## config.mk

```make
export PLATFORM = sky130hd
export DESIGN_NAME = swap_skip_table_xor_ops
export DESIGN_NICKNAME = d
export VERILOG_FILES = /design/src/exec_pkg.sv /design/src/prog_port_if.sv /design/src/table_reader.sv /design/src/swap_skip_table_xor_ops.sv
export SDC_FILE = /design/constraint.sdc
export NUM_CORES = 1
export LEC_CHECK = 0
export ABC_CLOCK_PERIOD_IN_PS = 2200
export BUFFER_PORTS_ARGS = -buffer_cell sky130_fd_sc_hd__buf_2
export CAP_MARGIN = 0
export CORE_MARGIN = 5
export CORE_UTILIZATION = 25
export CTS_CLUSTER_SIZE = 16
export DETAILED_ROUTE_END_ITERATION = 6
export GPL_ROUTABILITY_DRIVEN = 0
export GPL_TIMING_DRIVEN = 0
export PLACE_DENSITY = 0.52
export SKIP_LAST_GASP = 1
export SLEW_MARGIN = 25
export SYNTH_ARGS = -nofsm -noshare
export SYNTH_HDL_FRONTEND = slang
export SYNTH_SLANG_ARGS = --single-unit
```

## constraint.sdc

```tcl
create_clock -name clk -period 2.2 [get_ports clk]
set_clock_uncertainty 0.2 [all_clocks]
set_input_delay 0.44 -clock clk [delete_from_list [all_inputs] [get_ports clk]]
set_output_delay 0.44 -clock clk [all_outputs]
set_load 0.01 [all_outputs]
```

## src/exec_pkg.sv

```systemverilog
// Shared constants and types for the extended instruction executor
package exec_pkg;

  localparam int DATA_W = 8;
  localparam int PROG_W = 16;
  localparam int PAGE_W = 8;

  // **********************************************************
  // Operation codes
  // **********************************************************
  typedef enum logic [3:0] {
    OP_NIBBLE_EXCHANGE_IN_PLACE      = 4'h0,
    OP_NIBBLE_EXCHANGE_TO_ACC        = 4'h1,
    OP_SKIP_WHEN_BYTE_ZERO           = 4'h2,
    OP_COPY_THEN_SKIP_WHEN_ZERO      = 4'h3,
    OP_SKIP_WHEN_BIT_ZERO            = 4'h4,
    OP_TABLE_READ_CHOSEN_PAGE        = 4'h5,
    OP_TABLE_READ_FINAL_PAGE         = 4'h6,
    OP_PREINC_TABLE_READ_CHOSEN_PAGE = 4'h7,
    OP_PREINC_TABLE_READ_FINAL_PAGE  = 4'h8,
    OP_EXCLUSIVE_OR_INTO_ACC         = 4'h9,
    OP_EXCLUSIVE_OR_INTO_MEMORY      = 4'hA
  } exec_op_t;

  // **********************************************************
  // Reset values, final page number and cycle counts
  // **********************************************************
  localparam logic [7:0] ACC_RESET        = 8'h00;
  localparam logic [7:0] TBL_PTR_RESET    = 8'h00;
  localparam logic [7:0] TBL_HIGH_RESET   = 8'h00;
  localparam logic [7:0] FINAL_PAGE       = 8'hFF;
  localparam int         SKIP_CYCLES      = 3;
  localparam logic [1:0] DUMMY_CYCLES     = 2'(SKIP_CYCLES - 2);

endpackage

```

## src/prog_port_if.sv

```systemverilog
// Program memory read port shared by executor and table reader
interface prog_port_if;
  import exec_pkg::*;
  logic              req;
  logic [15:0]       addr;
  logic              valid;
  logic [PROG_W-1:0] word;
  modport core (output req, output addr, input valid, input word);
  modport rdr  (input req, input addr, output valid, output word);
endinterface

```

## src/table_reader.sv

```systemverilog
// Registered program memory table read stage
module table_reader (
  input  wire logic                  clk,
  input  wire logic                  reset,
  prog_port_if.rdr                   port,
  output      logic [15:0]           mem_addr,
  input  wire logic [exec_pkg::PROG_W-1:0] mem_rdata
);
  import exec_pkg::*;

  logic issued_q;

  // Address is presented one cycle, data captured the next
  always_ff @(posedge clk) begin
    if (reset) begin
      issued_q <= 1'b0;
      mem_addr <= 16'h0000;
    end else begin
      issued_q <= port.req & ~issued_q;
      if (port.req)
        mem_addr <= port.addr;
    end
  end

  always_ff @(posedge clk) begin
    if (reset) begin
      port.valid <= 1'b0;
      port.word  <= '0;
    end else begin
      port.valid <= issued_q;
      if (issued_q)
        port.word <= mem_rdata;
    end
  end

endmodule

```

## src/swap_skip_table_xor_ops.sv

```systemverilog
// Executor for the swap, skip, table read and exclusive-or extended instructions
// Behaviour
// RQ1: In-place swap exchanges byte nibbles, writes back, flags untouched.
// RQ2: Swap-to-accumulator loads swapped nibbles into accumulator; memory, flags untouched.
// RQ3: Byte skip test rewrites same byte; skips next instruction when zero.
// RQ4: A taken skip inserts one dummy cycle, three cycles in all.
// RQ5: Copy-then-skip moves byte into accumulator, skips when zero.
// RQ6: Bit skip test skips when selected bit is zero, flags untouched.
// RQ7: Chosen-page read uses pointer high and low; low to memory, high latched.
// RQ8: Final-page read uses last page and pointer low byte only.
// RQ9: Preinc chosen-page read increments pointer low byte before reading.
// RQ10: Preinc final-page read increments pointer low byte before reading last page.
// RQ11: Exclusive-or into accumulator updates accumulator and only zero flag.
// RQ12: Exclusive-or into memory writes byte back and updates only zero flag.
module swap_skip_table_xor_ops (
  input  wire logic                    clk,
  input  wire logic                    reset,
  input  wire logic                    start,
  input  wire exec_pkg::exec_op_t      op,
  input  wire logic [2:0]              bit_sel,
  input  wire logic [7:0]              mem_rdata,
  output      logic                    mem_we,
  output      logic [7:0]              mem_wdata,
  output      logic [15:0]             prog_addr,
  input  wire logic [exec_pkg::PROG_W-1:0] prog_rdata,
  input  wire logic                    tbl_ptr_low_we,
  input  wire logic                    tbl_ptr_high_we,
  input  wire logic [7:0]              tbl_ptr_wdata,
  input  wire logic                    acc_we,
  input  wire logic [7:0]              acc_wdata,
  output      logic                    busy,
  output      logic                    done,
  output      logic                    skip,
  output      logic                    dummy_cycle,
  output      logic [7:0]              accumulator,
  output      logic [7:0]              table_high_latch,
  output      logic [7:0]              table_pointer_low_byte,
  output      logic [7:0]              table_pointer_high_byte,
  output      logic                    zero_flag
);
  import exec_pkg::*;

  // **********************************************************
  // State machine
  // **********************************************************
  typedef enum logic [3:0] {
    ST_IDLE  = 4'b0001,
    ST_TABLE = 4'b0010,
    ST_DUMMY = 4'b0100,
    ST_FIN   = 4'b1000
  } state_t;

  state_t     state_q;
  exec_op_t   op_q;
  logic [7:0] operand_q;
  logic [1:0] dummy_cnt_q;
  logic       tbl_req_q;
  logic       is_table;
  logic       is_preinc;
  logic       is_final;
  logic       skip_d;
  logic [7:0] swapped;
  logic [7:0] xor_val;
  logic [7:0] ptr_low_used;

  prog_port_if port ();

  table_reader u_reader (
    .clk       (clk),
    .reset     (reset),
    .port      (port.rdr),
    .mem_addr  (prog_addr),
    .mem_rdata (prog_rdata)
  );

  assign swapped   = {mem_rdata[3:0], mem_rdata[7:4]};
  assign xor_val   = accumulator ^ mem_rdata;
  assign is_table  = (op inside {OP_TABLE_READ_CHOSEN_PAGE, OP_TABLE_READ_FINAL_PAGE,
                                 OP_PREINC_TABLE_READ_CHOSEN_PAGE,
                                 OP_PREINC_TABLE_READ_FINAL_PAGE});
  assign is_preinc = (op inside {OP_PREINC_TABLE_READ_CHOSEN_PAGE,
                                 OP_PREINC_TABLE_READ_FINAL_PAGE});
  // Page choice comes from the latched op: the live op may move on
  // while the reader is still being addressed
  assign is_final  = (op_q inside {OP_TABLE_READ_FINAL_PAGE,
                                   OP_PREINC_TABLE_READ_FINAL_PAGE});
  assign ptr_low_used = is_preinc ? 8'(table_pointer_low_byte + 8'h01)
                                  : table_pointer_low_byte;

  // Skip decision
  always_comb begin
    unique case (op)
      OP_SKIP_WHEN_BYTE_ZERO:      skip_d = (mem_rdata == 8'h00);   // RQ3
      OP_COPY_THEN_SKIP_WHEN_ZERO: skip_d = (mem_rdata == 8'h00);   // RQ5
      OP_SKIP_WHEN_BIT_ZERO:       skip_d = ~mem_rdata[bit_sel];    // RQ6
      default:                     skip_d = 1'b0;
    endcase
  end

  // Table request drives the reader for exactly one cycle
  assign port.req  = tbl_req_q;
  // Pointer already took its increment at the start edge, so the request
  // uses it as it stands; adding again here would step twice
  assign port.addr = is_final ? {FINAL_PAGE, table_pointer_low_byte}  // RQ8 RQ10
                              : {table_pointer_high_byte, table_pointer_low_byte}; // RQ7 RQ9

  assign busy = (state_q != ST_IDLE);

  always_ff @(posedge clk) begin
    if (reset)
      tbl_req_q <= 1'b0;
    else
      tbl_req_q <= start & ~busy & is_table;
  end

  // **********************************************************
  // Sequencer
  // **********************************************************
  always_ff @(posedge clk) begin
    if (reset) begin
      state_q     <= ST_IDLE;
      op_q        <= OP_NIBBLE_EXCHANGE_IN_PLACE;
      dummy_cnt_q <= 2'b00;
    end else begin
      unique case (state_q)
        ST_IDLE: begin
          if (start) begin
            op_q <= op;
            if (is_table)
              state_q <= ST_TABLE;
            else if (skip_d) begin
              state_q     <= ST_DUMMY;   // RQ4
              dummy_cnt_q <= DUMMY_CYCLES;
            end else
              state_q <= ST_FIN;
          end
        end
        ST_TABLE: begin
          if (port.valid)
            state_q <= ST_FIN;
        end
        ST_DUMMY: begin
          // Dummy fetch slot stands in for the skipped instruction
          dummy_cnt_q <= dummy_cnt_q - 2'b01;
          if (dummy_cnt_q == 2'b01)
            state_q <= ST_FIN;           // RQ4
        end
        ST_FIN:
          state_q <= ST_IDLE;
        default:
          state_q <= ST_IDLE;
      endcase
    end
  end

  assign dummy_cycle = (state_q == ST_DUMMY);

  always_ff @(posedge clk) begin
    if (reset) begin
      done <= 1'b0;
      skip <= 1'b0;
    end else begin
      done <= (state_q == ST_FIN);
      if (start && !busy)
        skip <= skip_d;                  // RQ4
    end
  end

  // **********************************************************
  // Data memory write-back
  // **********************************************************
  always_ff @(posedge clk) begin
    if (reset) begin
      mem_we    <= 1'b0;
      mem_wdata <= 8'h00;
      operand_q <= 8'h00;
    end else begin
      mem_we <= 1'b0;
      if (start && !busy) begin
        operand_q <= mem_rdata;
        unique case (op)
          OP_NIBBLE_EXCHANGE_IN_PLACE: begin
            mem_we    <= 1'b1;
            mem_wdata <= swapped;        // RQ1
          end
          OP_SKIP_WHEN_BYTE_ZERO: begin
            mem_we    <= 1'b1;
            mem_wdata <= mem_rdata;      // RQ3
          end
          OP_EXCLUSIVE_OR_INTO_MEMORY: begin
            mem_we    <= 1'b1;
            mem_wdata <= xor_val;        // RQ12
          end
          default: ;
        endcase
      end else if (state_q == ST_TABLE && port.valid) begin
        mem_we    <= 1'b1;
        mem_wdata <= port.word[7:0];     // RQ7 RQ8 RQ9 RQ10
      end
    end
  end

  // **********************************************************
  // Accumulator and zero flag
  // **********************************************************
  always_ff @(posedge clk) begin
    if (reset) begin
      accumulator <= ACC_RESET;
      zero_flag   <= 1'b0;
    end else if (start && !busy) begin
      unique case (op)
        OP_NIBBLE_EXCHANGE_TO_ACC:   accumulator <= swapped;   // RQ2
        OP_COPY_THEN_SKIP_WHEN_ZERO: accumulator <= mem_rdata; // RQ5
        OP_EXCLUSIVE_OR_INTO_ACC: begin
          accumulator <= xor_val;                              // RQ11
          zero_flag   <= (xor_val == 8'h00);                   // RQ11
        end
        OP_EXCLUSIVE_OR_INTO_MEMORY:
          zero_flag <= (xor_val == 8'h00);                     // RQ12
        default: ;
      endcase
    end else if (acc_we && !busy)
      accumulator <= acc_wdata;
  end

  // **********************************************************
  // Table pointer and high latch
  // **********************************************************
  always_ff @(posedge clk) begin
    if (reset) begin
      table_pointer_low_byte  <= TBL_PTR_RESET;
      table_pointer_high_byte <= TBL_PTR_RESET;
    end else begin
      if (start && !busy && is_preinc)
        table_pointer_low_byte <= ptr_low_used;                // RQ9 RQ10
      else if (tbl_ptr_low_we && !busy)
        table_pointer_low_byte <= tbl_ptr_wdata;
      if (tbl_ptr_high_we && !busy)
        table_pointer_high_byte <= tbl_ptr_wdata;
    end
  end

  always_ff @(posedge clk) begin
    if (reset)
      table_high_latch <= TBL_HIGH_RESET;
    else if (state_q == ST_TABLE && port.valid)
      table_high_latch <= port.word[15:8];                     // RQ7 RQ8
  end

endmodule

```

### Yosys cells after proc, flatten, opt, wreduce, memory -nomap -nowiden

Cells that the tools add are included.
Widths: inputs -> output; s select.

| storage, ports and cells | value |
|---|---|
| logic and storage cells | 106 |
| output and inout port bits | 62 |
| bits of input ports | 53 |
| register bits | 89 |

| operators by class | value |
|---|---|
| $lt $le $gt $ge | 1 |
| add/sub/neg operators | 2 |
| muxes and demuxes | 26 |
| bitwise gates (word level) | 7 |
| eq/ne operators | 26 |
| reduce and logical (&&, ||, !) cells | 27 |

Operator list:

| operator | number |
|---|---|
| $mux 8 | 7 |
| $pmux 8 s3 | 2 |
| $eq 4x3->1 const B | 6 |
| $eq 4x4->1 const B | 5 |
| $mux 4 | 5 |
| $logic_not 8->1 | 2 |
| $mux 16 | 1 |
| $eq 4x2->1 const B | 3 |
| $ne 4x1->1 const B | 3 |
| $pmux 4 s3 | 1 |
| $reduce_bool 2->1 | 6 |
| $reduce_and 2->1 | 5 |
| $add 8x1->8 const B | 1 |
| $eq 4x1->1 const B | 2 |
| $ne 2x2->1 const B | 4 |
| $xor 8x8->8 | 1 |
| $logic_and 1x1->1 | 6 |
| $mux 2 | 3 |
| $logic_not 4->1 | 1 |
| $lt 3x4->1 const B | 1 |
| $mux 1 | 4 |
| $ne 2x1->1 const B | 2 |
| $pmux 2 s2 | 1 |
| $reduce_and 4->1 | 1 |
| 11 further kinds | 16 |

### Depth between registers and ports, before layout

| depth | value |
|---|---|
| depth after elaboration | 8 |
| mapped depth | 8 |
| gate-level depth less buffers | 6 |

### Modules after synthesis

A second synthesis with hierarchy kept.

| unflattened totals | value |
|---|---|
| cells, all modules | 526 |
| area, all modules | 4,449.3 um2 |

Modules (own cells, without submodules):

| module | instances | seq. area each (um2) | area each (um2) | cells each |
|---|---|---|---|---|
| swap_skip_table_xor_ops | 1 | 1,101.1 | 3,231.8 | 418 |
| table_reader | 1 | 680.7 | 1,217.4 | 108 |

### Least setup slack after synthesis

No wires, ideal clock.

| path | value |
|---|---|
| kind | input -> register |
| start | input start |
| end | register accumulator[0] |
| stages | 7 |
| required time | 1.908 ns |
| library setup time | 0.092 ns |
| arrival time | 1.741 ns |
| buffers on the path | 2 |
| slack | 0.167 ns |
| cells stage by stage | buf_4 -> inv_1 -> a2111oi_0 -> a21oi_1 -> or3_1 -> buf_2 -> o32ai_1 |

| between the ends | value |
|---|---|
| longest elaborated chain between the ends | 3 |
| elaborated cells between the ends (all ways) | 5 |
| classes of those cells | eq/ne (1); mux (1); reduce/logical (3) |

Ends and longest elaborated chain:

| element | RTL line | source |
|---|---|---|
| from (decl) | swap_skip_table_xor_ops.sv:18 | `input wire logic start,` |
| $logic_and 1x1->1 (*) | swap_skip_table_xor_ops.sv:210 | `end else if (start && !busy) begin` |
| $ne 4x1->1 (no line) or $reduce_bool 2->1 (tied branches) | - |  |
| $reduce_and 2->1 (no line) | - |  |
| to (signal assigned) | swap_skip_table_xor_ops.sv:212 | `OP_NIBBLE_EXCHANGE_TO_ACC: accumulator <= swapped;` |
| to (signal assigned) | swap_skip_table_xor_ops.sv:213 | `OP_COPY_THEN_SKIP_WHEN_ZERO: accumulator <= mem_rdata;` |
| to (signal assigned) | swap_skip_table_xor_ops.sv:215 | `accumulator <= xor_val;` |
| to (decl) | swap_skip_table_xor_ops.sv:35 | `output logic [7:0] accumulator,` |

Every way passes the cells marked *; elsewhere a longest branch is shown, timed or not.
A chain may end at the register's enable or synchronous reset.

### Worst setup path after layout

| path | value |
|---|---|
| start | register state_q[1] |
| end | output busy |

| between the ends | value |
|---|---|
| longest elaborated chain between the ends | 1 |

Ends and longest elaborated chain:

| element | RTL line | source |
|---|---|---|
| from (decl) | swap_skip_table_xor_ops.sv:53 | `state_t state_q;` |
| from (signal assigned) | swap_skip_table_xor_ops.sv:121 | `state_q <= ST_IDLE;` |
| from (signal assigned) | swap_skip_table_xor_ops.sv:130 | `state_q <= ST_TABLE;` |
| from (signal assigned) | swap_skip_table_xor_ops.sv:132 | `state_q <= ST_DUMMY;` |
| $ne 4x1->1 | swap_skip_table_xor_ops.sv:107 | `assign busy = (state_q != ST_IDLE);` |
| to (decl) | swap_skip_table_xor_ops.sv:31 | `output logic busy,` |

Every way passes these cells.

==> metrics.md <==
| Metric | Value |
|---|---|
| Antenna violations before repair | `0` |
| R2R setup slack | `70 ps` |
| Number of synthesized flops with an enable pin | `0` |
| Final total negative setup slack | `0 ps` |
| Number of levels the H-tree was split into | `3` |
| Internal Power | `2.84 mW` |
| DR DRC count | `0` |
| Type of element capturing the critical path | `primary output` |
| Net switching fraction of the power | `30.9%` |
| Worst flop-to-flop path endpoint | `mem_wdata[3]` |
| Antenna diode instance count | `0` |
| Area of the core | `17300 um^2` |
| Final Hold Violating Endpoints | `0` |
| Vias/cell | `4.75` |
| Cell with the largest stage delay on the worst path | `sky130_fd_sc_hd__dfxtp_1` |
| Worst min-delay path class | `input pin to register` |
| Pwr Total | `4.10 mW` |
| Height of the die | `143 um` |
| Total global-route track usage | `13.6%` |
| Logic depth of the worst register-to-register path | `7` |
| Clock Latency Late Sink | `350 ps` |
| First-pass iteration count of the detailed router | `4` |
| Required time of the worst setup path | `1560 ps` |
| Part of the power in the clock network | `35.0%` |
| CTS tree | `done` |
| Unrepaired setup endpoints after global routing | `yes` |
| Relative max-transition margin | `44.4%` |
| Cell at the root of the clock tree | `sky130_fd_sc_hd__clkbuf_16` |
| Ratio of cells with drive above 1 in the final layout | `25.7%` |
| Result of the run | `finished clean` |
| Max-capacitance violation count | `0` |
| Shortest clock period the worst path allows after layout | `2140 ps` |
| Combinational cell fraction of total power | `20.9%` |
| CTS max path bufs | `2` |
| Hold slack final | `130 ps` |
| Distinct cell type count of the synthesized netlist | `57` |
| Area of the die | `20400 um^2` |
| Top flip-flop cell by instance count after synthesis | `sky130_fd_sc_hd__dfxtp_1` |
| Actual slew at the worst max-slew pin | `834 ps` |
| Placed wire-length estimate after detailed placement | `10300 um` |
| Clock slew seen by the registers of the worst setup and hold paths | `60 ps` |
| Worst Path Max Fanout | `9` |
| Tcrit/Tclk final | `97.3%` |
| Proportion of power drawn by flip-flops and latches | `44.1%` |
| Pins Over Slew Limit | `0` |
| Post-synth net total | `579` |
| Seq/Total Area, Yosys | `40.5%` |
| Post-detailed-routing wire length | `13800 um` |
| Power per Cell Area | `737 nW/um^2` |
| First-pass GRT wire length | `22000 um` |
| WL/cell | `15.8 um` |
| Net switching power | `1.27 mW` |
| Critical Path Max Stage Delay | `400 ps` |
| ANT nets after route | `0` |
| Peak supply drop | `367 uV` |
| First-iteration detailed-routing DRC count | `273` |
| Maximum number of pins on one net before global-route repair | `14` |
| Synthesized flop and latch total | `89` |
| Type of the worst setup path | `register to primary output` |
| Hold path endpoint | `u_reader.port.word[14]` |
| Gate Count Post-Synth | `524` |
| Final cell utilization of the core | `32.2%` |
| Final count of negative-setup-slack endpoints | `0` |
| Number of clock sinks | `89` |
| Ports placed on the boundary | `115` |
| Synthesis-to-finish area growth | `26.5%` |
| Total standard cell area after synthesis | `4400 um^2` |
| Overall die width | `143 um` |
| Worst path arrival time | `1500 ps` |
| Count of hold buffers inserted by post-cts repair | `0` |
| Via Count | `4134` |
| Layout fillers | `1932` |
| Post-layout net count | `696` |
| Initial standard-cell utilization of the core | `25.4%` |
| Via count of the first global-routing pass | `4022` |
| Chain of cells forming the critical path | `nor4b_4 -> inv_1 -> buf_2` |
| PortBufs | `103` |
| Launch instance of the worst register-to-register path | `state_q[1]` |
| Setup crit start kind | `register` |
| Clock buffer count from CTS | `9` |
| Overflow after GRT | `0` |
| Total leakage power | `2.28 nW` |
| Highest clock frequency the design can meet | `0.467 GHz` |
| Count of yosys warnings during synthesis | `0` |
| Count of cells along the worst hold path | `3` |
| Mean instance size in the synthesized netlist | `8.40 um^2` |
| Std cell rows | `48` |
| Share of synthesized registers carrying an async set or reset | `0%` |
| Worst min-delay path startpoint | `prog_rdata[14]` |
==> metrics by stage <==
| stage | area [um^2] | setup slack [ps] | instances |
|---|---|---|---|
| 3_5_place_dp | 5200 | -191 | 852 |
| 3_3_place_gp | 5200 | -178 | 852 |
| 2_1_floorplan | 4400 | 167 | 524 |
| 6_report | 5570 | 60.2 | 870 |
| 5_1_grt | 5570 | -49.6 | 870 |
| 4_1_cts | 5470 | 40.1 | 868 |
==> per-layer routing <==
metal,up-vias,GRT usage [%],part of all wire (%)
met5,-,0,0
met4,0,2.90,0.88
met3,9,3.48,4.7
met2,104,21.7,46
met1,1938,18.5,48
li1,2083,-,-
==> critical path: cells and delay by family, from the launching register on <==
kind	cells	cell delay, ps
DFF	1	400
and+or+nand+nor	1	320
buffers and inverters	2	440
==> area by class of cell <==
| cell class | instances | area (um^2) | area share (%) |
|---|---|---|---|
| clock inverters | 4 | 20.0 | 0.360 |
| repair buffers | 106 | 538 | 9.67 |
| well taps | 225 | 282 | 5.06 |
| flip-flops and latches | 89 | 1780 | 32.0 |
| inverters | 24 | 90.1 | 1.62 |
| multi-input cells | 361 | 2350 | 42.2 |
| clock buffers | 11 | 243 | 4.36 |
| plain buffers | 50 | 264 | 4.74 |
==> cell usage after synthesis (2+ instances only) <==
| library cell | instances | area share [%] |
|---|---|---|
| sky130_fd_sc_hd__a211oi_1 | 25 | 4.3 |
| sky130_fd_sc_hd__a21oi_1 | 28 | 3.2 |
| sky130_fd_sc_hd__a221oi_1 | 7 | 1.4 |
| sky130_fd_sc_hd__a22oi_1 | 3 | 0.51 |
| sky130_fd_sc_hd__a31oi_1 | 6 | 0.85 |
| sky130_fd_sc_hd__a32oi_1 | 2 | 0.40 |
| sky130_fd_sc_hd__and2_1 | 3 | 0.43 |
| sky130_fd_sc_hd__and3_1 | 3 | 0.43 |
| sky130_fd_sc_hd__buf_2 | 9 | 1.0 |
| sky130_fd_sc_hd__buf_4 | 10 | 1.7 |
| sky130_fd_sc_hd__buf_6 | 2 | 0.51 |
| sky130_fd_sc_hd__clkbuf_1 | 28 | 2.4 |
| sky130_fd_sc_hd__dfxtp_1 | 89 | 40 |
| sky130_fd_sc_hd__ha_1 | 2 | 0.57 |
| sky130_fd_sc_hd__inv_1 | 24 | 2.0 |
| sky130_fd_sc_hd__mux2i_1 | 37 | 8.4 |
| sky130_fd_sc_hd__nand2_1 | 41 | 3.5 |
| sky130_fd_sc_hd__nand2b_1 | 8 | 1.1 |
| sky130_fd_sc_hd__nand3_1 | 17 | 1.9 |
| sky130_fd_sc_hd__nand4_1 | 3 | 0.43 |
| sky130_fd_sc_hd__nand4bb_1 | 2 | 0.51 |
| sky130_fd_sc_hd__nor2_1 | 79 | 6.7 |
| sky130_fd_sc_hd__nor2b_1 | 4 | 0.57 |
| sky130_fd_sc_hd__nor3_1 | 18 | 2.0 |
| sky130_fd_sc_hd__nor3b_1 | 3 | 0.51 |
| sky130_fd_sc_hd__nor4_1 | 3 | 0.43 |
| sky130_fd_sc_hd__nor4b_4 | 2 | 1.1 |
| sky130_fd_sc_hd__o2111ai_1 | 2 | 0.40 |
| sky130_fd_sc_hd__o21ai_0 | 16 | 1.8 |
| sky130_fd_sc_hd__o21ai_1 | 2 | 0.23 |
| sky130_fd_sc_hd__o311a_1 | 2 | 0.45 |
| sky130_fd_sc_hd__o32ai_1 | 8 | 1.6 |
| sky130_fd_sc_hd__or3_1 | 2 | 0.28 |
| sky130_fd_sc_hd__xnor2_1 | 3 | 0.60 |
| sky130_fd_sc_hd__xor2_1 | 9 | 1.8 |
==> registers in the layout (all words and copies together) (netlist names), 2 cells and up <==
register	cells
dummy_cnt_q	2
accumulator	8
u_reader.mem_addr	16
table_pointer_low_byte	8
table_high_latch	8
op_q	4
u_reader.port.word	16
table_pointer_high_byte	8
mem_wdata	8
state_q	4
==> worst max path at each step <==
stage | startpoint | to | slack, ps | depth (start not counted)
floorplan | start | accumulator[0] | 170 | 7
global placement | op[3] | accumulator[7] | -180 | 6
detailed placement | op[2] | accumulator[4] | -190 | 6
CTS | state_q[0] | busy | 40 | 4
global route | op[2] | accumulator[5] | -50 | 7
finish | state_q[1] | busy | 60 | 3
==> cells in the final DEF (no fill, tap or decap), types with 4 or more instances in the layout <==
cell type	n
sky130_fd_sc_hd__buf_2	108
sky130_fd_sc_hd__dfxtp_1	88
sky130_fd_sc_hd__nor2_1	79
sky130_fd_sc_hd__nand2_1	41
sky130_fd_sc_hd__mux2i_1	37
sky130_fd_sc_hd__a21oi_1	28
sky130_fd_sc_hd__clkbuf_1	27
sky130_fd_sc_hd__inv_1	24
sky130_fd_sc_hd__nor3_1	18
sky130_fd_sc_hd__nand3_1	17
sky130_fd_sc_hd__buf_4	16
sky130_fd_sc_hd__o21ai_0	16
sky130_fd_sc_hd__a211oi_1	15
sky130_fd_sc_hd__a211oi_2	10
sky130_fd_sc_hd__xor2_1	9
sky130_fd_sc_hd__clkbuf_16	9
sky130_fd_sc_hd__nand2b_1	8
sky130_fd_sc_hd__o32ai_1	8
sky130_fd_sc_hd__a31oi_1	6
sky130_fd_sc_hd__a221oi_1	6
sky130_fd_sc_hd__clkinv_2	4
==> kinds of logic after synthesis <==
family / synth area share [%]
and+or+nand+nor: 21.7
AOI/OAI and AO/OA: 18.1
DFF: 40.5
buffers and inverters: 7.76
muxes: 8.93
xor gates and xnor gates: 2.39
adders and majority gates: 0.569
==> power groups by stage <==
stage | sequential, mW | combinational, mW | clock [mW]
2_1_floorplan | 1.84 | 0.533 | 0
3_3_place_gp | 1.84 | 0.823 | 0
3_5_place_dp | 1.84 | 0.823 | 0
4_1_cts | 1.81 | 0.839 | 1.48
5_1_grt | 1.82 | 0.961 | 1.54
6_report | 1.81 | 0.858 | 1.44
==> timing repair <==
action,in CTS,in global routing
pin swaps,0,0
hold endpoints to repair,0,0
setup buffers,1,2
resized for setup,2,23
endpoints found under the setup margin,10,32
No activity file was read; power rests on OpenSTA's default activity.
